### config.mk
export PLATFORM = sky130hd
export DESIGN_NAME = usb_indirect_reg_access
export DESIGN_NICKNAME = d
export VERILOG_FILES = /design/src/logic/usb_ind_pkg.sv /design/src/logic/ep_csr_mem.sv /design/src/logic/common_reg_bank.sv /design/src/logic/usb_indirect_reg_access.sv
export SDC_FILE = /design/constraint.sdc
export NUM_CORES = 1
export LEC_CHECK = 0
export BUFFER_PORTS_ARGS = -buffer_cell sky130_fd_sc_hd__buf_2
export CAP_MARGIN = 20
export CORE_UTILIZATION = 52
export CTS_BUF_LIST = sky130_fd_sc_hd__clkbuf_8
export DETAILED_ROUTE_END_ITERATION = 8
export PLACE_DENSITY = 0.85
export SLEW_MARGIN = 40
export SYNTH_ARGS = -nofsm -noshare
export SYNTH_HDL_FRONTEND = slang
export SYNTH_SLANG_ARGS = --single-unit
### constraint.sdc
create_clock -name core_clk_in -period 4.3 [get_ports core_clk_in]
set_input_delay 0.43 -clock core_clk_in [delete_from_list [all_inputs] [get_ports core_clk_in]]
set_output_delay 0.43 -clock core_clk_in [all_outputs]
set_load 0.005 [all_outputs]
### src/logic/usb_ind_pkg.sv
// Purpose: Shared constants and types for the indirect USB register port
// Assumes: Byte-wide core special-function register accesses
// Notes:   Internal register addresses are six bits wide
package usb_ind_pkg;

  // Special-function register addresses seen by the core
  localparam logic [7:0] SFR_IND_ADDR = 8'h96;
  localparam logic [7:0] SFR_IND_DATA = 8'h97;

  // Fields of the indirect address register, endpoint selector width and endpoint count
  localparam int         BUSY_BIT     = 7;
  localparam int         AUTO_READ_NEXT_BIT   = 6;
  localparam int         TGT_W        = 6;
  localparam int         EPSEL_W      = 4;
  localparam logic [3:0] EP_COUNT     = 4'h4;

  // Internal controller register map
  localparam logic [5:0] A_FUNCTION_ADDR_REG      = 6'h00;
  localparam logic [5:0] A_POWER      = 6'h01;
  localparam logic [5:0] A_IN_FLAGS   = 6'h02;
  localparam logic [5:0] A_OUT_FLAGS  = 6'h04;
  localparam logic [5:0] A_CM_FLAGS   = 6'h06;
  localparam logic [5:0] A_IN_EN      = 6'h07;
  localparam logic [5:0] A_OUT_EN     = 6'h09;
  localparam logic [5:0] A_CM_EN      = 6'h0b;
  localparam logic [5:0] A_FRAME_LO   = 6'h0c;
  localparam logic [5:0] A_FRAME_HI   = 6'h0d;
  localparam logic [5:0] A_INDEX      = 6'h0e;
  localparam logic [5:0] A_CLOCK_RECOVERY_CTRL     = 6'h0f;
  localparam logic [5:0] A_IN_CSR_LO  = 6'h11;
  localparam logic [5:0] A_IN_CSR_HI  = 6'h12;
  localparam logic [5:0] A_OUT_CSR_LO = 6'h14;
  localparam logic [5:0] A_OUT_CSR_HI = 6'h15;
  localparam logic [5:0] A_EP0_CNT    = 6'h16;
  localparam logic [5:0] A_OUT_CNT_HI = 6'h17;
  localparam logic [5:0] A_EP_ENABLE  = 6'h1e;

  // Reset values
  localparam logic [7:0] RST_ZERO     = 8'h00;
  localparam logic [7:0] RST_CLOCK_RECOVERY_CTRL   = 8'h0f;

  // Indirect fetch sequencer, Gray along idle-fetch-load
  typedef enum logic [1:0] {
    ST_IDLE  = 2'b00,
    ST_FETCH = 2'b01,
    ST_LOAD  = 2'b11
  } fetch_state_t;

  // Source of a fetched byte
  typedef enum logic [1:0] {
    SRC_LOCAL  = 2'b00,
    SRC_COMMON = 2'b01,
    SRC_MEM    = 2'b10
  } fetch_src_t;

  // Internal register write request
  typedef struct packed {
    logic       en;
    logic [5:0] addr;
    logic [7:0] data;
  } ireg_wr_t;

  // Software-owned common registers
  typedef struct packed {
    logic [7:0] function_addr;
    logic [7:0] power_mgmt;
    logic [7:0] in_irq_en;
    logic [7:0] out_irq_en;
    logic [7:0] common_irq_en;
    logic [7:0] clock_recovery;
    logic [7:0] endpoint_enable;
  } common_regs_t;

  // Hardware event pulses that set interrupt flags
  typedef struct packed {
    logic [7:0] in_ep;
    logic [7:0] out_ep;
    logic [7:0] common;
  } irq_events_t;

  // True for an endpoint-indexed control/status byte
  function automatic logic is_csr(input logic [5:0] a);
    is_csr = (a == A_IN_CSR_LO) || (a == A_IN_CSR_HI) ||
             (a == A_OUT_CSR_LO) || (a == A_OUT_CSR_HI);
  endfunction

  // Slot of an indexed control/status byte within one endpoint
  function automatic logic [1:0] csr_slot(input logic [5:0] a);
    if (a == A_IN_CSR_LO) begin
      csr_slot = 2'h0;
    end else if (a == A_IN_CSR_HI) begin
      csr_slot = 2'h1;
    end else if (a == A_OUT_CSR_LO) begin
      csr_slot = 2'h2;
    end else begin
      csr_slot = 2'h3;
    end
  endfunction

endpackage

### src/logic/ep_csr_mem.sv
// Purpose: Per-endpoint control/status bytes, four endpoints by four slots
// Assumes: One write and one read port on the core clock
// Notes:   Read data appear from a register one edge after the request
`timescale 1ns/1ns
module ep_csr_mem (
  input  wire logic       core_clk_in,
  input  wire logic       srst_in,
  input  wire logic       wr_en_in,
  input  wire logic [3:0] wr_idx_in,
  input  wire logic [7:0] wr_data_in,
  input  wire logic       rd_en_in,
  input  wire logic [3:0] rd_idx_in,
  output logic      [7:0] rd_data_out
);
  import usb_ind_pkg::*;

  logic [7:0] mem_q [16];
  logic [7:0] rd_q;

  // Storage, cleared by reset
  always_ff @(posedge core_clk_in) begin
    if (srst_in) begin
      for (int i = 0; i < 16; i++) begin
        mem_q[i] <= RST_ZERO;
      end
    end else if (wr_en_in) begin
      mem_q[wr_idx_in] <= wr_data_in;
    end
  end

  // Registered read port
  always_ff @(posedge core_clk_in) begin
    if (srst_in) begin
      rd_q <= RST_ZERO;
    end else if (rd_en_in) begin
      rd_q <= mem_q[rd_idx_in];
    end
  end

  assign rd_data_out = rd_q;
endmodule

### src/logic/common_reg_bank.sv
// Purpose: Software-owned common controller registers
// Assumes: Writes arrive as internal write requests
// Notes:   Unlisted addresses are ignored here
`timescale 1ns/1ns
module common_reg_bank (
  input  wire logic                      core_clk_in,
  input  wire logic                      srst_in,
  input  wire usb_ind_pkg::ireg_wr_t     wr_in,
  input  wire logic                      rd_en_in,
  input  wire logic [5:0]                rd_addr_in,
  output logic      [7:0]                rd_data_out,
  output usb_ind_pkg::common_regs_t      regs_out
);
  import usb_ind_pkg::*;

  common_regs_t regs_q;
  logic [7:0]   rd_q;

  // Register writes by internal address
  always_ff @(posedge core_clk_in) begin
    if (srst_in) begin
      regs_q                <= '0;
      regs_q.clock_recovery <= RST_CLOCK_RECOVERY_CTRL;
    end else if (wr_in.en) begin
      if (wr_in.addr == A_FUNCTION_ADDR_REG) begin
        regs_q.function_addr <= wr_in.data;
      end else if (wr_in.addr == A_POWER) begin
        regs_q.power_mgmt <= wr_in.data;
      end else if (wr_in.addr == A_IN_EN) begin
        regs_q.in_irq_en <= wr_in.data;
      end else if (wr_in.addr == A_OUT_EN) begin
        regs_q.out_irq_en <= wr_in.data;
      end else if (wr_in.addr == A_CM_EN) begin
        regs_q.common_irq_en <= wr_in.data;
      end else if (wr_in.addr == A_CLOCK_RECOVERY_CTRL) begin
        regs_q.clock_recovery <= wr_in.data;
      end else if (wr_in.addr == A_EP_ENABLE) begin
        regs_q.endpoint_enable <= wr_in.data;
      end
    end
  end

  // Registered read, zero for anything not held here
  always_ff @(posedge core_clk_in) begin
    if (srst_in) begin
      rd_q <= RST_ZERO;
    end else if (rd_en_in) begin
      if (rd_addr_in == A_FUNCTION_ADDR_REG) begin
        rd_q <= regs_q.function_addr;
      end else if (rd_addr_in == A_POWER) begin
        rd_q <= regs_q.power_mgmt;
      end else if (rd_addr_in == A_IN_EN) begin
        rd_q <= regs_q.in_irq_en;
      end else if (rd_addr_in == A_OUT_EN) begin
        rd_q <= regs_q.out_irq_en;
      end else if (rd_addr_in == A_CM_EN) begin
        rd_q <= regs_q.common_irq_en;
      end else if (rd_addr_in == A_CLOCK_RECOVERY_CTRL) begin
        rd_q <= regs_q.clock_recovery;
      end else if (rd_addr_in == A_EP_ENABLE) begin
        rd_q <= regs_q.endpoint_enable;
      end else begin
        rd_q <= RST_ZERO;
      end
    end
  end

  assign rd_data_out = rd_q;
  assign regs_out    = regs_q;
endmodule

### src/logic/usb_indirect_reg_access.sv
// Purpose: Indirect address/data port from the core into the USB registers
// Assumes: Core and USB logic share core_clk_in; strobes last one cycle
// Notes:   Core read data answer one edge after the read strobe
`timescale 1ns/1ns

// What this block does
// - Data register write is forwarded to the selected internal register.
// - Writing busy one starts a fetch; busy holds until data valid.
// - Address and read-start busy bit are accepted in one write.
// - With auto-read set, the device starts further reads itself.
// - Eight-bit read/write data register at 0x97, reset zero, sole path.
// - Interrupt flag registers decoded at 0x02, 0x04 and 0x06.
// - Interrupt enable registers decoded at 0x07, 0x09 and 0x0B.
// - Function address at 0x00, frame number bytes at 0x0C/0x0D.
// - Selector at 0x0E; IN/OUT status bytes routed to chosen endpoint.
// - Endpoint 0 byte count at 0x16, OUT count high at 0x17.
// - Busy one means data register invalid; zero means valid.
// - With auto-read set, each data register read while idle launches a fetch.
// - Four-bit selector picks endpoints 0 to 3; higher codes reserved.
module usb_indirect_reg_access (
  input  wire logic                      core_clk_in,
  input  wire logic                      srst_in,
  input  wire logic [7:0]                sfr_addr_in,
  input  wire logic                      sfr_wr_in,
  input  wire logic                      sfr_rd_in,
  input  wire logic [7:0]                sfr_wdata_in,
  input  wire usb_ind_pkg::irq_events_t  irq_events_in,
  input  wire logic [15:0]               frame_number_in,
  input  wire logic [7:0]                ep_zero_rx_count_in,
  input  wire logic [7:0]                ep_out_count_high_in,
  output logic      [7:0]                sfr_rdata_out,
  output logic      [3:0]                endpoint_select_out,
  output usb_ind_pkg::common_regs_t      common_regs_out,
  output usb_ind_pkg::irq_events_t       irq_flags_out,
  output usb_ind_pkg::ireg_wr_t          csr_wr_out
);
  import usb_ind_pkg::*;

  fetch_state_t          state_q;
  fetch_state_t          state_d;
  fetch_src_t            src_q;
  logic                  auto_read_next_q;
  logic [TGT_W-1:0]      target_reg_select_q;
  logic [7:0]            indirect_data_reg_q;
  logic [EPSEL_W-1:0]    endpoint_select_q;
  logic [7:0]            local_q;
  logic [7:0]            sfr_rdata_q;
  irq_events_t           flags_q;
  irq_events_t           flag_clr;
  ireg_wr_t              iwr;
  ireg_wr_t              csr_wr_q;
  logic                  busy;
  logic                  addr_wr;
  logic                  data_wr;
  logic                  data_rd;
  logic                  start_fetch;
  logic                  fetching;
  logic                  ep_ok;
  logic [3:0]            mem_idx;
  logic [7:0]            common_rd;
  logic [7:0]            mem_rd;
  logic [7:0]            local_val;

  // Core strobes decoded by special-function address
  assign addr_wr  = sfr_wr_in && (sfr_addr_in == SFR_IND_ADDR);
  assign data_wr  = sfr_wr_in && (sfr_addr_in == SFR_IND_DATA);
  assign data_rd  = sfr_rd_in && (sfr_addr_in == SFR_IND_DATA);
  assign fetching = (state_q == ST_FETCH);

  // Busy covers the whole fetch, so stale data is never flagged valid
  assign busy = (state_q != ST_IDLE);

  // Fetch starts from the busy bit or, in auto mode, a data read
  always_comb begin
    start_fetch = 1'b0;
    if (state_q == ST_IDLE) begin
      if (addr_wr && sfr_wdata_in[BUSY_BIT]) begin
        start_fetch = 1'b1;
      end else if (data_rd && auto_read_next_q) begin
        start_fetch = 1'b1;
      end
    end
  end

  // Selected endpoint must be one of the implemented ones
  assign ep_ok   = (endpoint_select_q < EP_COUNT);
  assign mem_idx = {endpoint_select_q[1:0], csr_slot(target_reg_select_q)};

  // Fetch sequencer next state
  always_comb begin
    state_d = state_q;
    case (state_q)
      ST_IDLE: begin
        if (start_fetch) begin
          state_d = ST_FETCH;
        end
      end
      ST_FETCH: begin
        state_d = ST_LOAD;
      end
      ST_LOAD: begin
        state_d = ST_IDLE;
      end
      default: begin
        state_d = ST_IDLE;
      end
    endcase
  end

  // Sequencer state register
  always_ff @(posedge core_clk_in) begin
    if (srst_in) begin
      state_q <= ST_IDLE;
    end else begin
      state_q <= state_d;
    end
  end

  // Address field and auto-read bit, one write may also start a fetch
  always_ff @(posedge core_clk_in) begin
    if (srst_in) begin
      target_reg_select_q <= '0;
      auto_read_next_q    <= 1'b0;
    end else if (addr_wr && !busy) begin
      target_reg_select_q <= sfr_wdata_in[TGT_W-1:0];
      auto_read_next_q    <= sfr_wdata_in[AUTO_READ_NEXT_BIT];
    end
  end

  // Internal write forwarded from a data register write while idle
  always_comb begin
    iwr      = '0;
    iwr.en   = data_wr && !busy;
    iwr.addr = target_reg_select_q;
    iwr.data = sfr_wdata_in;
  end

  // Endpoint selector, upper bits read back as zero
  always_ff @(posedge core_clk_in) begin
    if (srst_in) begin
      endpoint_select_q <= '0;
    end else if (iwr.en && (iwr.addr == A_INDEX)) begin
      endpoint_select_q <= iwr.data[EPSEL_W-1:0];
    end
  end

  // Indexed write strobe to the endpoint logic, one edge late; the status store takes it unregistered
  always_ff @(posedge core_clk_in) begin
    if (srst_in) begin
      csr_wr_q <= '0;
    end else begin
      csr_wr_q.en   <= iwr.en && is_csr(iwr.addr) && ep_ok;
      csr_wr_q.addr <= iwr.addr;
      csr_wr_q.data <= iwr.data;
    end
  end

  // Flags clear when fetched; a simultaneous event still sets
  always_comb begin
    flag_clr = '0;
    if (fetching) begin
      if (target_reg_select_q == A_IN_FLAGS) begin
        flag_clr.in_ep = '1;
      end else if (target_reg_select_q == A_OUT_FLAGS) begin
        flag_clr.out_ep = '1;
      end else if (target_reg_select_q == A_CM_FLAGS) begin
        flag_clr.common = '1;
      end
    end
  end

  // Sticky interrupt flags
  always_ff @(posedge core_clk_in) begin
    if (srst_in) begin
      flags_q <= '0;
    end else begin
      flags_q <= (flags_q & ~flag_clr) | irq_events_in;
    end
  end

  // Registers held in this module, zero for unlisted addresses
  always_comb begin
    if (target_reg_select_q == A_IN_FLAGS) begin
      local_val = flags_q.in_ep;
    end else if (target_reg_select_q == A_OUT_FLAGS) begin
      local_val = flags_q.out_ep;
    end else if (target_reg_select_q == A_CM_FLAGS) begin
      local_val = flags_q.common;
    end else if (target_reg_select_q == A_FRAME_LO) begin
      local_val = frame_number_in[7:0];
    end else if (target_reg_select_q == A_FRAME_HI) begin
      local_val = frame_number_in[15:8];
    end else if (target_reg_select_q == A_INDEX) begin
      local_val = {{(8-EPSEL_W){1'b0}}, endpoint_select_q};
    end else if (target_reg_select_q == A_EP0_CNT && ep_ok) begin
      local_val = ep_zero_rx_count_in;
    end else if (target_reg_select_q == A_OUT_CNT_HI && ep_ok) begin
      local_val = ep_out_count_high_in;
    end else begin
      local_val = RST_ZERO;
    end
  end

  // Capture local value and source at the fetch edge
  always_ff @(posedge core_clk_in) begin
    if (srst_in) begin
      local_q <= RST_ZERO;
      src_q   <= SRC_LOCAL;
    end else if (fetching) begin
      local_q <= local_val;
      if (is_csr(target_reg_select_q) && ep_ok) begin
        src_q <= SRC_MEM;
      end else if (local_val != RST_ZERO || !common_hit()) begin
        src_q <= SRC_LOCAL;
      end else begin
        src_q <= SRC_COMMON;
      end
    end
  end

  // True when the common bank owns the current target address
  function automatic logic common_hit();
    common_hit = (target_reg_select_q == A_FUNCTION_ADDR_REG) ||
                 (target_reg_select_q == A_POWER) ||
                 (target_reg_select_q == A_IN_EN) ||
                 (target_reg_select_q == A_OUT_EN) ||
                 (target_reg_select_q == A_CM_EN) ||
                 (target_reg_select_q == A_CLOCK_RECOVERY_CTRL) ||
                 (target_reg_select_q == A_EP_ENABLE);
  endfunction

  // Data register: fetched byte, core write, otherwise held
  always_ff @(posedge core_clk_in) begin
    if (srst_in) begin
      indirect_data_reg_q <= RST_ZERO;
    end else if (state_q == ST_LOAD) begin
      case (src_q)
        SRC_COMMON: indirect_data_reg_q <= common_rd;
        SRC_MEM:    indirect_data_reg_q <= mem_rd;
        default:    indirect_data_reg_q <= local_q;
      endcase
    end else if (iwr.en) begin
      indirect_data_reg_q <= sfr_wdata_in;
    end
  end

  // Core read answer, one edge after the strobe
  always_ff @(posedge core_clk_in) begin
    if (srst_in) begin
      sfr_rdata_q <= RST_ZERO;
    end else if (sfr_rd_in) begin
      if (sfr_addr_in == SFR_IND_ADDR) begin
        sfr_rdata_q <= {busy, auto_read_next_q, target_reg_select_q};
      end else if (sfr_addr_in == SFR_IND_DATA) begin
        sfr_rdata_q <= indirect_data_reg_q;
      end else begin
        sfr_rdata_q <= RST_ZERO;
      end
    end
  end

  // Software-owned common registers
  common_reg_bank u_common (
    .core_clk_in (core_clk_in),
    .srst_in     (srst_in),
    .wr_in       (iwr),
    .rd_en_in    (fetching),
    .rd_addr_in  (target_reg_select_q),
    .rd_data_out (common_rd),
    .regs_out    (common_regs_out)
  );

  // Per-endpoint control/status store
  ep_csr_mem u_csr (
    .core_clk_in (core_clk_in),
    .srst_in     (srst_in),
    .wr_en_in    (iwr.en && is_csr(iwr.addr) && ep_ok),
    .wr_idx_in   ({endpoint_select_q[1:0], csr_slot(iwr.addr)}),
    .wr_data_in  (iwr.data),
    .rd_en_in    (fetching),
    .rd_idx_in   (mem_idx),
    .rd_data_out (mem_rd)
  );

  // Outputs straight from registers
  assign sfr_rdata_out       = sfr_rdata_q;
  assign endpoint_select_out = endpoint_select_q;
  assign irq_flags_out       = flags_q;
  assign csr_wr_out          = csr_wr_q;
endmodule

==> results of run 1 <==
[layout by cell type, fill, tap and decap left out, types with 10 or more instances in the layout]
| cell type | synthesis | final |
|---|---|---|
| or2_2 | 13 | 13 |
| nor2b_1 | 32 | 30 |
| a221oi_1 | 13 | 13 |
| clkbuf_8 | 0 | 54 |
| o21ai_0 | 35 | 35 |
| edfxtp_1 | 128 | 128 |
| mux2i_1 | 86 | 86 |
| inv_1 | 7 | 19 |
| nand2_1 | 47 | 47 |
| a21oi_1 | 66 | 66 |
| a22oi_1 | 25 | 25 |
| nor3_1 | 29 | 29 |
| and2_1 | 134 | 134 |
| dfxtp_1 | 150 | 150 |
| mux2_2 | 10 | 10 |
| o211ai_1 | 19 | 19 |
| nor2_1 | 161 | 161 |
| buf_2 | 16 | 181 |
| buf_4 | 0 | 22 |
| o22ai_1 | 43 | 43 |
| a211oi_1 | 20 | 20 |
[metal layers]
layer	global-route usage [%]	wire length, um	vias up
met4	11.3	1110	0
met3	5.84	3730	106
met2	44.8	16500	646
met1	39.7	14800	4920
met5	0	0	-
li1	-	-	4727
[critical path: stages, from the launching register on]
cell,delay (ns)
dfxtp_1,0.62
nor2b_1,0.40
nand4_1,0.16
or3_1,0.58
inv_1,0.16
nand3_1,0.30
nor2_1,0.44
or2_2,0.31
[power by group]
part | switching [mW] | internal (mW)
combinational | 0.136 | 0.0706
clock | 1.06 | 1.15
sequential | 0.0342 | 2.82
total | 1.23 | 4.04
[logic make-up after synthesis]
kind of cell	synth area share, %
AND/OR/NAND/NOR	20.3
XOR/XNOR	0.0699
AO/OA/AOI/OAI	13.7
flip-flops	54.6
adder cells (fa/ha/maj)	0.200
multiplexers	7.77
buffers and inverters	3.28
[registers in the layout (all words and copies together) (netlist names), 6 cells and up]
signal,flops
u_csr.rd_data_out,8
u_common.rd_data_out,8
local_q,8
csr_wr_out,15
irq_flags_out,24
target_reg_select_q,6
u_csr.mem_q,128
u_common.regs_out,56
indirect_data_reg_q,8
sfr_rdata_out,8
[cell type report]
| class | count | area (um^2) |
|---|---|---|
| multi-input combinational | 839 | 5300 |
| fill | 1915 | 9010 |
| clock buffer | 54 | 743 |
| clock inverter | 28 | 135 |
| sequential | 278 | 6850 |
| tap | 319 | 399 |
| inverter | 7 | 26.3 |
| timing repair buffer | 204 | 1080 |
[path summary, 6_finish.rpt]
check,to,from,slack [ns]
worst max-delay path,u_csr.mem_q[1][7]$_SDFFCE_PN0P_,target_reg_select_q[4]$_SDFFE_PP0P_,0.99
worst min-delay path,irq_flags_out[7]$_SDFF_PP0_,irq_events_in[7],0.08
worst max register to register,u_csr.mem_q[1][7]$_SDFFCE_PN0P_,target_reg_select_q[4]$_SDFFE_PP0P_,0.99
worst min register to register,u_common.rd_data_out[0]$_SDFFE_PP0P_,u_common.rd_data_out[0]$_SDFFE_PP0P_,0.47
[per-stage QoR]
| stage | instance area, um^2 | hold WS (ns) | utilization [%] |
|---|---|---|---|
| floorplan | 12500 | 0.432 | - |
| global placement | 13600 | 0.448 | 57.9 |
| detailed placement | 13600 | 0.461 | 58.0 |
| CTS | 14500 | 0.0709 | 61.7 |
| global route | 14500 | 0.0825 | 61.7 |
| finish | 14500 | 0.0839 | 61.7 |
==> flow_summary.ini, run 1 <==
[run_status]
status = completed

[synth]
syn_area_um2 = 12500
yosysTopAreaCellShare_pct = 30.7
synthCells = 1221
yosysWarnings = 0
synth_most_common_cell = nor2_1
yosys.area.top_type = edfxtp_1
ys_types = 59
synth_nets = 1299
synth_edf_count = 128
syn_area_per_cell_um2 = 10.3
synth-seq-cells = 278
async_reset_ff_share_pct = 0
ys.flop_type = dfxtp_1
ys_seq_area_share_pct = 54.6
synth_commonest_cells = nor2_1, dfxtp_1, and2_1, edfxtp_1, mux2i_1
synthTopCellsByArea = edfxtp_1, dfxtp_1, mux2i_1

[global_routing]
overflow = 0
grt_pass1_wl_um = 54300
grt_max_degree = 95
grt_pass1_vias = 9770
antenna_found_initial = 0
grt_use_total_pct = 28.9

[power_and_ir_drop]
ir_worst_vdd_uv = 306
power_per_cell_area_nw_per_um2 = 362
leakage_nw = 5.75
totalPowerFinal_mw = 5.26

[routing]
drt-initial-drc-count = 1349
routed_wl_um = 36100
drc = 0
ant_nets = 0
post_drt_wl_per_cell_um = 20.9
firstDrtPassIters = 6
num_vias = 10400
drt-vias-per-instance = 6.01

[job]
maxCapViolCount = 0

[floorplan]
dieWidth_um = 157
dieArea_um2 = 24700
num_rows = 56
die_h_um = 157
core_um2 = 23500
start_util_pct = 53.2
io_pins = 183

[layout]
fin_cells = 1729
nets = 1452
n_antenna_cell = 0
layout-drive-gt1-share_pct = 22.7
syn2layout_area_growth_pct = 16.0

[clock_network]
postCtsSetupRepairBufs = 0
cts_root_buf = clkbuf_8
path_clk_slew_ns = 0.07
clockBufferDepth = 3
ctsHoldBuffers = 0
cts-resized-gates = 0
cts_tree = yes
numClockSinks = 278
cts_buffers = 44
clk_latency_ns = 0.57
htreeDepth = 2

[place]
hpwl_um = 23900
gp_congestion = 0.922
dp.cells = 1647
io_buffers = 182
place_worst_setup_slack_ns = 0.870

[critical_path]
critPathMaxFanout = 15
worstSetupStartpointType = flip-flop
cp.required_ns = 4.55
crit_arrival_ns = 3.55
critPathKind = flip-flop to flip-flop
endpoint_kind = flip-flop
worstRegToRegCells = 7

[timing]
fin_crit_sh_pct = 76.9
fmax_mhz = 303
fin_worst_skew_ns = 0.0226
setup_viol = 0
worstMarginPinSlew_ns = 0.853
slew_headroom_pct = 42.3
setup_tns_ns = 0
hold_viol_final = 0
rsz0062_at_grt = no
fin_ws_ns = 0.994
slew_violations = 0
period_minus_slack_ns = 3.31

[min_path]
hp-class = primary input to flip-flop
hold_path_depth = 3
(Power assumes the default switching activity.)
==> inputs of run 2 (changes only) <==
--- a/config.mk
+++ b/config.mk
@@ -5,12 +5,13 @@
 export SDC_FILE = /design/constraint.sdc
 export NUM_CORES = 1
 export LEC_CHECK = 0
+export ABC_AREA = 1
 export BUFFER_PORTS_ARGS = -buffer_cell sky130_fd_sc_hd__buf_2
 export CAP_MARGIN = 20
 export CORE_UTILIZATION = 52
 export CTS_BUF_LIST = sky130_fd_sc_hd__clkbuf_8
 export DETAILED_ROUTE_END_ITERATION = 8
-export PLACE_DENSITY = 0.85
+export PLACE_DENSITY = 0.87
 export SLEW_MARGIN = 40
 export SYNTH_ARGS = -nofsm -noshare
 export SYNTH_HDL_FRONTEND = slang
==> constraint.sdc (replaced) <==
create_clock -name core_clk_in -period 2.96 [get_ports core_clk_in]
set_input_delay 0.296 -clock core_clk_in [delete_from_list [all_inputs] [get_ports core_clk_in]]
set_output_delay 0.296 -clock core_clk_in [all_outputs]
set_load 0.005 [all_outputs]
==> run 2 against run 1 <==
Total power up 48%. Design area grew 10%. Synthesized cell count grew 36%. Count of clock-buffer cells in the layout fell by 2. Worst hold slack got worse by 0.019 ns. Core utilization up 1.4 points. Non-clock buffer count grew 62. Via count up 25%. Largest power group unchanged.
==> flow_summary.ini, run 2 <==
[run_status]
status = completed

[critical_path]
cp.required_ns = 3.22
r2r_setup_slack_ns = 0.29
path_buf_inv = 4
timing.rr.start = target_reg_select_q[4]$_SDFFE_PP0P_
crit_arrival_ns = 2.93
worstRegToRegCells = 12
cpPeakStageDelay_ns = 0.36
crit_chain = inv_2, nor2_4, nand3_2, inv_2, nor2_2, nand2_1, nand2_1, nor3_4, buf_4, nand2_4, o21ai_0, buf_4
rr_endpoint = u_csr.mem_q[0][7]$_SDFFCE_PN0P_
crit_slowest_cell = dfxtp_1
critPathKind = flip-flop to flip-flop
critPathMaxFanout = 20
endpoint_kind = flip-flop
worstSetupStartpointType = flip-flop
cp_top_family = simple AND/OR/NAND/NOR gates

[power_and_ir_drop]
leakage_nw = 6.89
p_int_mw = 5.95
power_per_cell_area_nw_per_um2 = 486
totalPowerFinal_mw = 7.79
p_comb_share_pct = 5.7
p_clk_share_pct = 41.0
ir_worst_vdd_uv = 309
seqPwrFrac_pct = 53.3
swShare_pct = 23.7
p_sw_mw = 1.84

[floorplan]
start_util_pct = 53.5
num_rows = 58
die_h_um = 164
io_pins = 183
dieWidth_um = 164
dieArea_um2 = 26800
core_um2 = 25400

[routing]
post_drt_wl_per_cell_um = 18.3
drc = 0
drt-vias-per-instance = 5.79
num_vias = 12900
ant_nets = 0
drt-initial-drc-count = 1414
routed_wl_um = 41000
firstDrtPassIters = 8

[synth]
synth_most_common_cell = nand2_1
async_reset_ff_share_pct = 0
yosys.area.top_type = edfxtp_1
synth_edf_count = 128
synthTopCellsByArea = edfxtp_1, dfxtp_1, nand2_1
synth_commonest_cells = nand2_1, inv_1, nor2_1, dfxtp_1, edfxtp_1
ys_seq_area_share_pct = 50.4
ys.flop_type = dfxtp_1
syn_area_um2 = 13600
syn_area_per_cell_um2 = 8.17
synth_nets = 1741
yosysTopAreaCellShare_pct = 28.3
yosysWarnings = 0
synth-seq-cells = 278
ys_types = 33
synthCells = 1663

[min_path]
hp-class = primary input to flip-flop
hold_start = sfr_wdata_in[7]
hold_path_depth = 3
worstHoldEndpoint = u_common.regs_out[7]$_SDFFE_PP0P_

[layout]
nets = 1952
largest-register = u_csr.mem_q
syn2layout_area_growth_pct = 17.9
n_antenna_cell = 0
fin_cells = 2238
multiInputGateArea_um2 = 5540
area.sequential_um2 = 6850
layout_commonest_cell = nand2_1
final_cell_mix = nand2_1, inv_1, buf_2, nor2_1, dfxtp_1
layout-drive-gt1-share_pct = 22.6
largest_reg_flops = 128
nFillCells = 2026

[timing]
fin_crit_sh_pct = 90.3
hold_viol_final = 0
setup_tns_ns = 0
fin_worst_skew_ns = 0.0198
rsz0062_at_grt = no
period_minus_slack_ns = 2.67
slew_headroom_pct = 44.9
slew_violations = 0
setup_viol = 0
fmax_mhz = 374
worstMarginPinSlew_ns = 0.825

[clock_network]
numClockSinks = 278
cts_buffers = 44
cts-resized-gates = 0
cts_tree = yes
clk_latency_ns = 0.56
clockBufferDepth = 3
htreeDepth = 2
cts_root_buf = clkbuf_8
path_clk_slew_ns = 0.06

[place]
hpwl_um = 27300
io_buffers = 182
dp.cells = 2134
gp_congestion = 1.00

[global_routing]
grt_pass1_wl_um = 64200
grt_use_total_pct = 30.6
grt_pass1_vias = 12500
overflow = 0
antenna_found_initial = 0
grt_max_degree = 96

[job]
maxCapViolCount = 0
-- run 2: changes by cell type after synthesis, moves of 42 or more --
cell / delta
and2_1: -134
o22ai_1: -42
o21ai_0: +65
mux2i_1: -86
nor3_2: +109
inv_1: +186
nand3_1: +109
nand2_1: +329
-- run 2: timing repair --
action	in CTS	in global routing
hold buffers	24	0
endpoints found under the hold margin	24	0
setup buffers	0	0
-- run 2: power by group through the flow --
stage | combinational [mW] | sequential (mW) | clock, mW
floorplan | 0.198 | 4.22 | 0
detailed placement | 0.401 | 4.23 | 0
finish | 0.444 | 4.15 | 3.20
global route | 0.471 | 4.15 | 3.37
CTS | 0.428 | 4.15 | 3.18
global placement | 0.392 | 4.22 | 0
-- run 2: layout make-up --
class                           count  area share [%]
Timing Repair Buffer              266            10.1
Tap cell                          330            2.58
Clock buffer                       52            4.46
Inverter                          200            4.68
Clock inverter                     28           0.905
Multi-Input combinational cell   1084            34.6
Sequential cell                   278            42.7
-- run 2: how the worst max path moves through the flow --
stage,startpoint,end,cells past startpoint
after floorplan,target_reg_select_q[4]$_SDFFE_PP0P_,u_csr.mem_q[11][0]$_SDFFCE_PN0P_,10
after global placement,target_reg_select_q[4]$_SDFFE_PP0P_,u_csr.rd_data_out[2]$_SDFFE_PP0P_,13
after detailed placement,target_reg_select_q[2]$_SDFFE_PP0P_,u_csr.mem_q[0][4]$_SDFFCE_PN0P_,12
after CTS,target_reg_select_q[4]$_SDFFE_PP0P_,u_csr.mem_q[0][7]$_SDFFCE_PN0P_,12
after global routing,target_reg_select_q[2]$_SDFFE_PP0P_,u_csr.mem_q[1][7]$_SDFFCE_PN0P_,12
final,target_reg_select_q[4]$_SDFFE_PP0P_,u_csr.mem_q[0][7]$_SDFFCE_PN0P_,12
-- run 2: logic make-up after synthesis --
logic type,share of synthesized area (%)
AND/OR/NAND/NOR,31.4
buffers and inverters,8.94
flip-flops,50.4
AO/OA/AOI/OAI,9.09
adder cells (fa/ha/maj),0.184
-- run 2: layer usage --
layer | vias up | GRT usage, % | part of all wire [%]
met3 | 193 | 6.96 | 11
met2 | 891 | 49.5 | 47
met1 | 5979 | 37.7 | 37
met4 | 0 | 17.3 | 4.9
met5 | - | 0 | 0
li1 | 5884 | - | -
-- run 2: worst register-to-register path, stage by stage, from the launching register on --
cell	delay, ns
dfxtp_1	0.36
inv_2	0.09
nor2_4	0.24
nand3_2	0.17
inv_2	0.12
nor2_2	0.06
nand2_1	0.06
nand2_1	0.10
nor3_4	0.26
buf_4	0.24
nand2_4	0.19
o21ai_0	0.27
buf_4	0.21
-- run 2: stage by stage --
stage	hold slack [ns]	setup slack [ns]	utilization, %	cell area [um^2]
finish	0.0646	0.287	63.1	16000
CTS	0.0435	0.315	63.1	16000
global placement	0.456	0.491	58.8	14900
floorplan	0.413	0.334	-	13600
detailed placement	0.467	0.349	58.8	14900
global route	0.0730	0.0644	63.1	16000
